--- config.mk ---
export PLATFORM = sky130hd
export DESIGN_NAME = line_event_controller
export DESIGN_NICKNAME = d
export VERILOG_FILES = /design/src/logic/line_event_pkg.sv /design/src/logic/line_event_controller.sv
export VERILOG_INCLUDE_DIRS = /design/src /design/src/logic
export SDC_FILE = /design/constraint.sdc
export NUM_CORES = 1
export LEC_CHECK = 0
export BUFFER_PORTS_ARGS = -buffer_cell sky130_fd_sc_hd__buf_4
export CAP_MARGIN = 10
export CORE_MARGIN = 2
export CORE_UTILIZATION = 43
export CTS_CLUSTER_DIAMETER = 50
export CTS_CLUSTER_SIZE = 10
export DETAILED_ROUTE_END_ITERATION = 8
export PLACE_DENSITY = 0.62
export SETUP_SLACK_MARGIN = 0.02
export SYNTH_ARGS = -nofsm -noshare
export SYNTH_HDL_FRONTEND = slang
export SYNTH_SLANG_ARGS = --single-unit
--- constraint.sdc ---
create_clock -name clk -period 5.02 [get_ports clk]
set_input_delay 1.004 -clock clk [delete_from_list [all_inputs] [get_ports clk]]
set_output_delay 1.004 -clock clk [all_outputs]
set_load 0.005 [all_outputs]
--- src/logic/line_event_cfg.svh ---
// offsets, reset values and line layout of the event line controller
// assumes a 32-bit apb slave port with byte addresses
//
// Notes on behaviour
// - 29 lines: 23 external, 6 internal
// - external edges selectable; internal rising only
// - separate interrupt and event masks per line
// - internal lines act only in stop mode
// - selected edge with irq mask sets pending
// - writing one to pending clears it
// - internal irq masks reset enabled, no pending
// - event mask gives pulse, never sets pending
// - event output is a single-cycle pulse
// - drive event, interrupt and wake-up requests
// - soft trigger register acts on external lines
// - soft trigger merged with hardware edge source
// - lines 0 to 15 from selected pins
// - lines 16 to 22 from supply monitor, clock, usb wake, tamper, comparators
// - lines 23 to 28 internal wake-up lines
// - rising and falling both enabled trigger either
// - edge during a write to its own select register sets no pending
// - soft trigger reads one until pending cleared
`ifndef LINE_EVENT_CFG_SVH
`define LINE_EVENT_CFG_SVH

`define LINE_NUM_ALL 29
`define LINE_NUM_EXT 23
`define LINE_NUM_INT 6

`define LINE_OFF_IMR 8'h00
`define LINE_OFF_EMR 8'h04
`define LINE_OFF_RTSR 8'h08
`define LINE_OFF_FTSR 8'h0C
`define LINE_OFF_SWIER 8'h10
`define LINE_OFF_PR 8'h14

`define LINE_IMR_RST 29'h1F80_0000
`define LINE_EMR_RST 29'h0000_0000
`define LINE_EXT_RST 23'h00_0000

`endif

--- src/logic/line_event_pkg.sv ---
// types shared by the event line controller
// assumes line numbering 0..22 external, 23..28 internal
package line_event_pkg;

    typedef logic [28:0] line_vec_t;
    typedef logic [22:0] ext_vec_t;
    typedef logic [5:0] int_vec_t;

    // msb first, so the packed value is the line vector 22..0
    typedef struct packed {
        logic comp2;
        logic comp1;
        logic clk_wake;
        logic tamper_ts;
        logic usb_wake;
        logic clk_alarm;
        logic supply_voltage_monitor;
        logic [15:0] pin_line;
    } ext_src_s;

    // asynchronous wake versions, lines 28..23
    typedef struct packed {
        logic serial3_wake;
        logic consumer_ctrl_link_wake;
        logic serial2_wake;
        logic serial1_wake;
        logic i2c2_wake;
        logic i2c1_wake;
    } int_src_s;

endpackage : line_event_pkg

--- src/logic/line_event_controller.sv ---
// event and interrupt line controller with apb register port
// assumes pin selection is done outside; stop_mode comes on clk
//
// The implementer's own choices: the APB interface to the registers and the placing of the registers.
`timescale 1ns/1ps
`include "line_event_cfg.svh"

module line_event_controller #(
    parameter int ADDR_W = 8
) (
    input wire logic clk,
    input wire logic nrst,
    input wire logic ce,
    input wire logic psel,
    input wire logic penable,
    input wire logic pwrite,
    input wire logic [ADDR_W-1:0] paddr,
    input wire logic [31:0] pwdata,
    output logic [31:0] prdata,
    output logic pready,
    output logic pslverr,
    input wire line_event_pkg::ext_src_s ext_src,
    input wire line_event_pkg::int_src_s int_src,
    input wire logic stop_mode,
    output line_event_pkg::line_vec_t irq_req,
    output logic event_pulse,
    output logic wake_req
);
    import line_event_pkg::*;

    function automatic logic at(input logic [ADDR_W-1:0] a, input logic [7:0] off);
        return a == ADDR_W'(off);
    endfunction : at

    // synchronisers and previous samples
    ext_vec_t ext_s1_q, ext_s1_d, ext_s2_q, ext_s2_d, ext_prev_q, ext_prev_d;
    int_vec_t int_s1_q, int_s1_d, int_s2_q, int_s2_d, int_prev_q, int_prev_d;

    always_comb begin : sync_next
        ext_s1_d = ext_vec_t'(ext_src);
        ext_s2_d = ext_s1_q;
        ext_prev_d = ext_s2_q;
        int_s1_d = int_vec_t'(int_src);
        int_s2_d = int_s1_q;
        int_prev_d = int_s2_q;
    end

    always_ff @(posedge clk) begin : sync_regs
        if (!nrst) begin
            ext_s1_q <= `LINE_EXT_RST;
            ext_s2_q <= `LINE_EXT_RST;
            ext_prev_q <= `LINE_EXT_RST;
            int_s1_q <= '0;
            int_s2_q <= '0;
            int_prev_q <= '0;
        end else if (ce) begin
            ext_s1_q <= ext_s1_d;
            ext_s2_q <= ext_s2_d;
            ext_prev_q <= ext_prev_d;
            int_s1_q <= int_s1_d;
            int_s2_q <= int_s2_d;
            int_prev_q <= int_prev_d;
        end
    end

    // apb slave: one wait state, answer from flops
    logic pready_q, pready_d, slverr_q, slverr_d;
    logic [31:0] prdata_q, prdata_d;
    logic acc, wr, mapped;
    logic wr_imr, wr_emr, wr_rtsr, wr_ftsr, wr_swier, wr_pr;

    line_vec_t imr_q, imr_d, emr_q, emr_d;
    ext_vec_t rtsr_q, rtsr_d, ftsr_q, ftsr_d;
    ext_vec_t swier_q, swier_d, pend_q, pend_d;

    always_comb begin : bus_decode
        acc = psel & penable & pready_q;
        wr = acc & pwrite;
        mapped = at(paddr, `LINE_OFF_IMR) | at(paddr, `LINE_OFF_EMR)
            | at(paddr, `LINE_OFF_RTSR) | at(paddr, `LINE_OFF_FTSR)
            | at(paddr, `LINE_OFF_SWIER) | at(paddr, `LINE_OFF_PR);
        wr_imr = wr & at(paddr, `LINE_OFF_IMR);
        wr_emr = wr & at(paddr, `LINE_OFF_EMR);
        wr_rtsr = wr & at(paddr, `LINE_OFF_RTSR);
        wr_ftsr = wr & at(paddr, `LINE_OFF_FTSR);
        wr_swier = wr & at(paddr, `LINE_OFF_SWIER);
        wr_pr = wr & at(paddr, `LINE_OFF_PR);
    end

    always_comb begin : bus_next
        pready_d = psel & penable & ~pready_q;
        slverr_d = 1'b0;
        prdata_d = prdata_q;
        if (psel & penable & ~pready_q) begin
            slverr_d = ~mapped;
            prdata_d = 32'h0000_0000;
            if (!pwrite) begin
                if (at(paddr, `LINE_OFF_IMR)) begin
                    prdata_d = {3'h0, imr_q};
                end
                if (at(paddr, `LINE_OFF_EMR)) begin
                    prdata_d = {3'h0, emr_q};
                end
                if (at(paddr, `LINE_OFF_RTSR)) begin
                    prdata_d = {9'h000, rtsr_q};
                end
                if (at(paddr, `LINE_OFF_FTSR)) begin
                    prdata_d = {9'h000, ftsr_q};
                end
                if (at(paddr, `LINE_OFF_SWIER)) begin
                    prdata_d = {9'h000, swier_q};
                end
                if (at(paddr, `LINE_OFF_PR)) begin
                    prdata_d = {9'h000, pend_q};
                end
            end
        end
    end

    always_ff @(posedge clk) begin : bus_regs
        if (!nrst) begin
            pready_q <= 1'b0;
            slverr_q <= 1'b0;
            prdata_q <= 32'h0000_0000;
        end else if (ce) begin
            pready_q <= pready_d;
            slverr_q <= slverr_d;
            prdata_q <= prdata_d;
        end
    end

    // edge detection, triggers and flags
    ext_vec_t rise_raw, fall_raw, rise_hit, fall_hit, sw_trig, trig_ext, pr_clr;
    int_vec_t int_rise;
    line_vec_t irq_d, irq_q;
    logic ev_d, ev_q, wake_d, wake_q;

    always_comb begin : line_next
        rise_raw = ext_s2_q & ~ext_prev_q;
        fall_raw = ~ext_s2_q & ext_prev_q;
        // a write to a select register masks that edge kind this cycle
        rise_hit = rise_raw & rtsr_q & {23{~wr_rtsr}};
        fall_hit = fall_raw & ftsr_q & {23{~wr_ftsr}};
        sw_trig = wr_swier ? (pwdata[22:0] & ~swier_q) : '0;
        trig_ext = rise_hit | fall_hit | sw_trig;
        pr_clr = wr_pr ? pwdata[22:0] : '0;
        // internal lines: rising only, and only in stop mode
        int_rise = int_s2_q & ~int_prev_q & {6{stop_mode}};
        imr_d = wr_imr ? pwdata[28:0] : imr_q;
        emr_d = wr_emr ? pwdata[28:0] : emr_q;
        rtsr_d = wr_rtsr ? pwdata[22:0] : rtsr_q;
        ftsr_d = wr_ftsr ? pwdata[22:0] : ftsr_q;
        // set wins over a clear in the same cycle
        pend_d = (pend_q & ~pr_clr) | (trig_ext & imr_q[22:0]);
        swier_d = (swier_q & ~pr_clr) | sw_trig;
        irq_d = {int_rise & imr_q[28:23], pend_d & imr_d[22:0]};
        ev_d = |(trig_ext & emr_q[22:0]) | |(int_rise & emr_q[28:23]);
        wake_d = |irq_d | ev_d;
    end

    always_ff @(posedge clk) begin : line_regs
        if (!nrst) begin
            imr_q <= `LINE_IMR_RST;
            emr_q <= `LINE_EMR_RST;
            rtsr_q <= `LINE_EXT_RST;
            ftsr_q <= `LINE_EXT_RST;
            swier_q <= `LINE_EXT_RST;
            pend_q <= `LINE_EXT_RST;
            irq_q <= '0;
            ev_q <= 1'b0;
            wake_q <= 1'b0;
        end else if (ce) begin
            imr_q <= imr_d;
            emr_q <= emr_d;
            rtsr_q <= rtsr_d;
            ftsr_q <= ftsr_d;
            swier_q <= swier_d;
            pend_q <= pend_d;
            irq_q <= irq_d;
            ev_q <= ev_d;
            wake_q <= wake_d;
        end
    end

    assign prdata = prdata_q;
    assign pready = pready_q;
    assign pslverr = slverr_q;
    assign irq_req = irq_q;
    assign event_pulse = ev_q;
    assign wake_req = wake_q;
endmodule : line_event_controller

Yosys cells after proc, flatten, opt, wreduce, memory -nomap -nowiden
Cells that the tools add are included.
{"block": "word_totals", "regBits": 302, "inputBits": 76, "out_inout_bits": 65, "wordCells": 90}
{"block": "classes", "n_eq_ne": 5, "mux": 11, "bitwise_logic": 46, "reduce_logical": 9}
{"operator": "bitwise AND 23 bit", "count": 12}
{"operator": "2-to-1 mux 32 bit", "count": 6}
{"operator": "NOT 23 bit", "count": 4}
{"operator": "OR 23 bit", "count": 4}
{"operator": "2-to-1 mux 23 bit", "count": 3}
{"operator": "2-to-1 mux 29 bit", "count": 1}
{"operator": "OR reduction 29 bit", "count": 1}
{"operator": "bitwise AND 6 bit", "count": 4}
{"operator": "OR reduction 23 bit", "count": 1}
{"operator": "equality test 8 x 4 -> 1 bit (second input constant)", "count": 2}
{"operator": "equality test 8 x 5 -> 1 bit (second input constant)", "count": 2}
{"operator": "bitwise AND 1 bit", "count": 10}
{"operator": "AND reduction 2 bit", "count": 5}
{"operator": "equality test 8 x 3 -> 1 bit (second input constant)", "count": 1}
{"operator": "logical NOT 8 bit", "count": 1}
{"operator": "OR 1 bit", "count": 7}
{"operator": "NOT 6 bit", "count": 1}
{"operator": "OR reduction 6 bit", "count": 1}
{"operator": "NOT 1 bit", "count": 4}
{"operator": "2-to-1 mux 1 bit", "count": 1}

Logic depth before layout (Yosys ltp)
Gate-level depths: netlist (run 1).
{"block": "logic_depth", "word_depth": 13, "ltp_mapped": 12, "ltp_nobuf": 8}

Worst setup path before layout (run 1)
No wires, ideal clock.
{"block": "synth_path", "path_type": "input-to-reg", "from": "input paddr[1]", "to": "register wake_q, in the netlist wake_req", "setup_time_ns": 0.124, "arrival_ns": 3.288, "t_required_ns": 4.896, "slack_ns": 1.608, "cell_stages": 11, "path_buffers": 3, "path_cell_list": "clkbuf_1 > or4b_1 > clkbuf_1 > nor3_2 > buf_4 > a21o_1 > a211oi_1 > or4_1 > nor4_1 > and4bb_1 > a21oi_1"}
{"block": "synth_between", "elab_chain_len": 11, "elab_cells_between_ends": 29, "cone_classes": "eq/ne (4); mux (3); bitwise (19); reduce/logical (3)"}
{"item": "start: declaration", "line_no": "line_event_controller.sv:17", "text": "input wire logic [ADDR_W-1:0] paddr,"}
{"item": "equality test 8 x 4 -> 1 bit", "line_no": "line_event_controller.sv:32", "text": "return a == ADDR_W'(off);"}
{"item": "bitwise AND 1 bit (on tied branches)", "line_no": "line_event_controller.sv:84, line_event_controller.sv:85"}
{"item": "NOT 1 bit (on tied branches)", "line_no": "line_event_controller.sv:142, line_event_controller.sv:143"}
{"item": "bitwise AND 23 bit (on tied branches)", "line_no": "line_event_controller.sv:142, line_event_controller.sv:143"}
{"item": "OR 23 bit (2 in series)", "line_no": "line_event_controller.sv:145", "text": "trig_ext = rise_hit | fall_hit | sw_trig;"}
{"item": "bitwise AND 23 bit", "line_no": "line_event_controller.sv:154", "text": "pend_d = (pend_q & ~pr_clr) | (trig_ext & imr_q[22:0]);"}
{"item": "OR 23 bit", "line_no": "line_event_controller.sv:154"}
{"item": "bitwise AND 23 bit", "line_no": "line_event_controller.sv:156", "text": "irq_d = {int_rise & imr_q[28:23], pend_d & imr_d[22:0]};"}
{"item": "OR reduction 29 bit", "line_no": "line_event_controller.sv:158", "text": "wake_d = |irq_d | ev_d;"}
{"item": "OR 1 bit (*)", "line_no": "line_event_controller.sv:158"}
{"item": "end signal: assignment", "line_no": "line_event_controller.sv:181", "text": "wake_q <= wake_d;"}
{"item": "end: declaration", "line_no": "line_event_controller.sv:136", "text": "logic ev_d, ev_q, wake_d, wake_q;"}
Mark *: on every way between the ends. The rest lies on a longest branch, timed or not.
A chain may end at the register's enable or synchronous reset.

Worst setup path in the final report (run 1)
{"block": "layout_path", "from": "input paddr[2]", "to": "register wake_q, in the netlist wake_req"}
The elaborated chain is that of the path after synthesis.

==> results of run 1 <==
where the power goes:
| group | switching [mW] | internal, mW | leakage [nW] |
|---|---|---|---|
| clock network | 1.04 | 1.67 | 0.597 |
| registers | 0.0236 | 2.40 | 2.42 |
| logic | 0.162 | 0.133 | 3.53 |
metal layers:
metal / track usage [%] / part of all wire (%)
met5: 0 / 0
met4: 10.1 / 3.5
met3: 5.65 / 9.5
met2: 36.6 / 41
met1: 38.4 / 46
how the worst min path moves through the flow:
stage | startpoint | endpoint | slack, ns | depth (start not counted)
after floorplan | emr_q[23]$_SDFFE_PN0P_ | emr_q[23]$_SDFFE_PN0P_ | 0.45 | 2
after detailed placement | prdata[14]$_SDFFE_PN0P_ | prdata[14]$_SDFFE_PN0P_ | 0.47 | 2
after CTS | prdata[14]$_SDFFE_PN0P_ | prdata[14]$_SDFFE_PN0P_ | 0.48 | 2
after global routing | prdata[14]$_SDFFE_PN0P_ | prdata[14]$_SDFFE_PN0P_ | 0.51 | 2
after global placement | prdata[14]$_SDFFE_PN0P_ | prdata[14]$_SDFFE_PN0P_ | 0.46 | 2
final | prdata[14]$_SDFFE_PN0P_ | prdata[14]$_SDFFE_PN0P_ | 0.48 | 2
cell families after synthesis:
family	after synthesis	synth area share, %
AND/OR/NAND/NOR	665	24.9
AO/OA/AOI/OAI	349	17.4
flip-flops	299	40.7
multiplexers	188	12.8
buffers and inverters	151	4.08
other	1	0.0255
per-stage QoR:
step	hold slack [ns]	util [%]	power [mW]
floorplan	0.452	-	2.66
detailed placement	0.471	48.0	2.77
global placement	0.455	48.0	2.76
global route	0.508	51.6	5.60
finish	0.475	51.6	5.43
CTS	0.476	51.6	5.48
cell usage after synthesis, drive strengths merged, types with 6 or more instances:
cell type,instances
a21boi,62
and2,11
buf,31
a32oi,22
a211oi,16
clkbuf,102
nand4,12
a21o,16
nand4b,26
mux2i,186
o22ai,6
nand2,226
nor2,43
nand3b,12
nor3,14
inv,18
nor2b,250
a22oi,97
a41oi,9
o21ai,40
a221o,23
nor4,10
dfxtp,299
and3b,12
a21oi,29
nand3,19
sequential cells by signal, indices dropped and copies added, names as in the netlist, 29 cells and up:
name	cells
irq_req	29
emr_q	29
prdata	29
imr_q	29
cell type report:
cell class	count	area share, %
inverters	18	0.389
multi-input cells	1205	47.0
repair buffers	176	7.80
flip-flops and latches	299	34.5
clock inverters	12	0.865
well taps	448	3.23
clock buffers	47	6.22
worst max-delay path, stage by stage:
cell      delay, ns
buf_4          0.46
or4b_1         0.68
nor3_2         0.21
buf_4          0.34
a21o_1         0.17
a211oi_1       0.12
or4_1          0.56
nor4_1         0.26
and4bb_1       0.24
a21oi_1        0.06
==> impl_results.md, run 1 <==
- Final min period: 3.71 ns
- Yosys warning count: 0
- Drt initial violations: 1288
- Vias in the first global route: 12000
- Reg clk slew, reported paths: 0.06 ns
- Final Cell Area: around 0.017 mm^2
- Multi-input combinational cell area: 0.00815 mm^2
- RSZ-0062 raised after global routing: false
- Total grt overflow: 0
- Fin. Hold Viols: 0
- Post-DRT Antenna Nets: 0
- Post-DP HPWL: 32900 um
- Register area: between 0.005 and 0.006 mm^2
- H-Tree Depth: 2
- Synth area leaders: dfxtp_1 41%, mux2i_1 13%, nor2b_1 11%
- Clock Sinks: 299
- Chip Width: 189 um
- Post-Layout Cell Count: 2205
- Synth async-reset ratio: 0%
- Placed cell areas: ~0.016 mm^2
- Slew headroom: 38.4%
- Vias per cell: between 5 and 6
- PortBufs: 134
- Setup crit end kind: register
- Status: completed
- Maxcap violations: 0
- Post-synth EDFFs: 0
- Flop-to-flop setup slack: about 1.9 ns
- Most frequent cells in the layout: 299 x dfxtp_1, 250 x nor2b_1, 226 x nand2_1, 186 x mux2i_1, 172 x buf_4
- CTS tree: built
- Commonest non-fill, non-tap cell in the layout: dfxtp_1
- Hold/Removal Path Class: register to register
- Syn-to-layout area delta: 18.1%
- Cell variety after synth: 61
- Final Wtd Congestion: 0.896
- CTS Hold Bufs: 0
- DRT Wirelength: 47700 um
- Starting density of the core: 43.7%
- Full die area: 0.0357 mm^2
- Post-synthesis average cell area: 8.89 um^2
- Achievable Freq: ~270 MHz
- DR DRC count: 0
- Height of the die: roughly 190 um
- Period Utilization, post-route: approximately three quarters
- Critical path arrival: 4.12 ns
- Final worst setup slack: 1.31 ns
- Nets: approximately 1800
- Tot GR Track Use: 26.0%
- WL/cell: 21.6 um
- Setup Skew: 0.0176 ns
- Resized Gates After CTS: 0
- Mapped cell area: 0.0147 mm^2
- Later-pin clock latency in the skew report: between 0.5 and 0.6 ns
- Reg2reg path depth: 9
- Postcts setup bufs: 0
- CP Launch Type: primary input
- First-pass GRT wire length: 72100 um
- Synth Register Bits: 299
- Clock root buffer: clkbuf_16
- Slew @ Worst Pin: 0.925 ns
- Crit path launch: paddr[2]
- First-pass iteration count of the detailed router: 5
- Register area share after synthesis: 40.7%
- IO Pins: 141
- Initial antenna violation count: 0
- Leakage: 6.54 nW
- CP endpoint: wake_req$_SDFFE_PN0P_
- Diodes inserted: 0
- Core region area: 0.0336 mm^2
- Crit path kind: primary input to register
- Largest net degree at the start of global routing: ~220
- Cells after Synth: 1653
- Synth Flop Type: dfxtp_1
- Maximum clock path buffer count: 3
- Maximum vdd drop: 0.307 mV
- Layout filler cell count: 3112
- Share of the synthesized area in the top cell type: 40.7%
- Placement Setup Slack: 0.800 ns
- Post-route setup TNS: 0 ns
- Layout cells sized above 1: 14.4%
- R2R Path End: wake_req$_SDFFE_PN0P_
- Worst Path Max Fanout: 31
- Req. time, crit path: 5.43 ns
- Dpl cells: approximately 2100
- # setup viols final: 0
- Row count: 67
- RR Startpoint: pready$_SDFFE_PN0P_
- Slew Viols, Final: 0
- TritonCTS Buffers: 41
- Pwr dens: roughly 310 mW/mm^2
- Vias: about 13000
- Synth area leader: dfxtp_1
Power figures use the tool's default switching activity.
==> inputs of run 2 (changes only) <==
- ABC_AREA: default -> 1
- PLACE_DENSITY: 0.62 -> 0.65
- clock period: 5.02 -> 3.4 ns (I/O delays scaled with it)
==> impl_results.md, run 2 <==
- Status: completed
- CP cell instances: nand2_1 > nor2_2 > buf_12 > nand3_2 > buf_4 > nand2_1 > nand3_1 > nand2_1 > nand2_1 > nor2_1 > nand2_1 > nor2_1 > nand2_1 > nor2_1 > a21oi_1
- Full die area: 0.0329 mm^2 (-7.8%)
- TritonCTS Buffers: 38 (-7.3%)
- Hold/Removal Path Class: primary input to register
- Share of the synthesized area in the top cell type: 44.3% (+3.5 points)
- Worst Hold Margin: 0.378 ns (-0.0972 ns)
- Crit path top cell by count: nand2_1
- CTS tree: built
- Synth async-reset ratio: 0% (unchanged)
- Final min period: 2.67 ns
- Req. time, crit path: 3.80 ns (-1.63 ns)
- Register area: 0.00599 mm^2 (unchanged)
- PortBufs: 134 (unchanged)
- Delay-heaviest family, CP: simple AND/OR/NAND/NOR gates
- CTS Hold Bufs: 0 (unchanged)
- Layout filler cell count: 3108 (-0.13%)
- Most common cell in the netlist: nand2_1
- Clock Sinks: 299 (unchanged)
- DR DRC count: 0 (unchanged)
- Resized Gates After CTS: 0 (unchanged)
- Postcts setup bufs: 0 (unchanged)
- Fin. Hold Viols: 0 (unchanged)
- Worst Path Max Fanout: 28 (-9.7%)
- Commonest non-fill, non-tap cell in the layout: nand2_1
- First-pass GRT wire length: 68000 um (-5.7%)
- Drt initial violations: 1144 (-11%)
- Syn-to-layout area delta: 17.9%
- Initial antenna violation count: 0 (unchanged)
- Vias per cell: 5.45 (-6.9%)
- Slowest-stage cell, CP: dfxtp_1
- Vias in the first global route: 12600 (+5.2%)
- Maximum vdd drop: 0.404 mV (+32%)
- DRT Wirelength: 43200 um (-9.5%)
- Crit path kind: register to register
- Cell variety after synth: 35 (-43%)
- Worst path max stage delay: 0.40 ns (-0.28 ns)
- Leakage: 6.65 nW (+1.7%)
- WL/cell: 17.8 um (-18%)
- Height of the die: 181 um (-4.0%)
- Clock root buffer: clkbuf_16
- Setup Skew: 0.0133 ns (-0.00426 ns)
- Post-synth EDFFs: 0 (unchanged)
- Cells after Synth: 1947 (+18%)
- IO Pins: 141 (unchanged)
- Maxcap violations: 0 (unchanged)
- Critical path arrival: 3.06 ns (-1.06 ns)
- Core region area: 0.0307 mm^2 (-8.5%)
- Post-DRT Antenna Nets: 0 (unchanged)
- Reg clk slew, reported paths: 0.05 ns (about the same)
- Slew @ Worst Pin: 0.856 ns (-0.0686 ns)
- CP Launch Type: register
- WP buf/inv: 2 (unchanged)
- Final Wtd Congestion: 0.846 (-5.6%)
- Maximum clock path buffer count: 3 (unchanged)
- Diodes inserted: 0 (unchanged)
- First-pass iteration count of the detailed router: 6 (+1)
- Nets: 2100 (+16%)
- Post-route setup TNS: 0 ns (unchanged)
- RSZ-0062 raised after global routing: false
- Register area share after synthesis: 44.3% (+3.5 points)
- Chip Width: 181 um (-4.0%)
- Row count: 64 (-4.5%)
- Main combinational cell family by area after synthesis: compound AO/OA/AOI/OAI gates
- Starting density of the core: 44.0% (+0.25 points)
- Yosys warning count: 0 (unchanged)
- Multi-input combinational cell area: 0.00633 mm^2 (-22%)
- H-Tree Depth: 2 (unchanged)
- Total grt overflow: 0 (unchanged)
- Slew headroom: 42.8% (+4.5 points)
- Later-pin clock latency in the skew report: 0.52 ns (about the same)
- Mapped cell area: 0.0135 mm^2 (-8.0%)
- Synth top cells by count: 425 x nand2_1, 299 x dfxtp_1, 287 x o21ai_0
- # setup viols final: 0 (unchanged)
- Synthesized-area fraction occupied by xor and xnor cells: 0% (unchanged)
- Adder-Cell Fraction of Synth Area: 0% (unchanged)
- Post-synthesis mux area share: 0% (-13 points)
- Setup crit end kind: register
- Synth area leaders: dfxtp_1 44%, nand2_1 12%, o21ai_0 11%
- Synth Flop Type: dfxtp_1
- Layout cells sized above 1: 12.4% (-2.0 points)
- Synth Area in Compound Gates: 24.1% (+6.7 points)
- Slew Viols, Final: 0 (unchanged)
- Tot GR Track Use: 26.1% (+0.058 points)
- Pwr dens: 493 mW/mm^2 (+58%)
- Synth area leader: dfxtp_1
- Synth Area in Simple Gates: 22.6% (-2.3 points)
- Largest net degree at the start of global routing: 182 (-17%)
- Period Utilization, post-route: 78.4%
- Achievable Freq: 375 MHz
- Synth Register Bits: 299 (unchanged)
- Vias: 13300 (+2.8%)
- Most frequent cells in the layout: 425 x nand2_1, 299 x dfxtp_1, 287 x o21ai_0, 259 x a21oi_1, 161 x inv_1
- Post-synthesis average cell area: 6.94 um^2 (-22%)
- Post-DP HPWL: 27000 um (-18%)
run 2: cell count changes after synthesis, moves of 97 or more:
cell and delta:
o21ai_0 +247, nor2_1 +106, mux2i_1 -186, a21oi_1 +230, nand2_1 +199, nor2b_1 -250, inv_1 +143, a22oi_1 -97
run 2: tightest hold or removal path, delay by kind of cell:
kind                   cells  cell delay [ns]
buffers and inverters      1             0.09
and+or+nand+nor            2             0.09
run 2: final cells by class:
type	instances	area share (%)
flip-flops and latches	299	37.6
clock buffers	49	6.82
repair buffers	165	8.40
well taps	396	3.11
clock inverters	4	0.322
multi-input cells	1348	39.7
inverters	172	4.07
run 2: routing by layer:
layer / wire length (um) / global-route usage, %
met5: 0 / 0
met1: 17900 / 32.0
met3: 2880 / 3.83
met2: 20400 / 45.0
met4: 2040 / 12.3
run 2: logic make-up after synthesis:
group,count (synthesis)
AND/OR/NAND/NOR,728
other,1
AO/OA/AOI/OAI,617
buffers and inverters,302
flip-flops,299
run 2: per-stage QoR:
step / cell area [um^2] / power [mW] / utilization, % / worst slack, ns / cells
finish: 15900 / 7.86 / 51.8 / 0.733 / 2433
global route: 15900 / 8.10 / 51.8 / 0.656 / 2433
CTS: 15900 / 7.91 / 51.8 / 0.831 / 2433
detailed placement: 14800 / 4.17 / 48.1 / 0.430 / 2380
global placement: 14800 / 4.16 / 48.1 / 0.423 / 2380
floorplan: 13500 / 3.96 / - / 1.24 / 1949
run 2: path summary, 6_finish.rpt:
check	slack, ns	cells past startpoint	to	start
max	0.73	15	wake_req$_SDFFE_PN0P_	pready$_SDFFE_PN0P_
min reg2reg	0.46	2	prdata[6]$_SDFFE_PN0P_	prdata[6]$_SDFFE_PN0P_
min	0.38	3	imr_q[27]$_SDFFE_PN1P_	pwdata[27]
max reg2reg	0.73	15	wake_req$_SDFFE_PN0P_	pready$_SDFFE_PN0P_
run 2: report_power, final:
group          switching (mW)  internal, mW  total [mW]
Combinational           0.299         0.159       0.457
Clock                    1.47          2.29        3.76
Sequential             0.0444          3.59        3.64
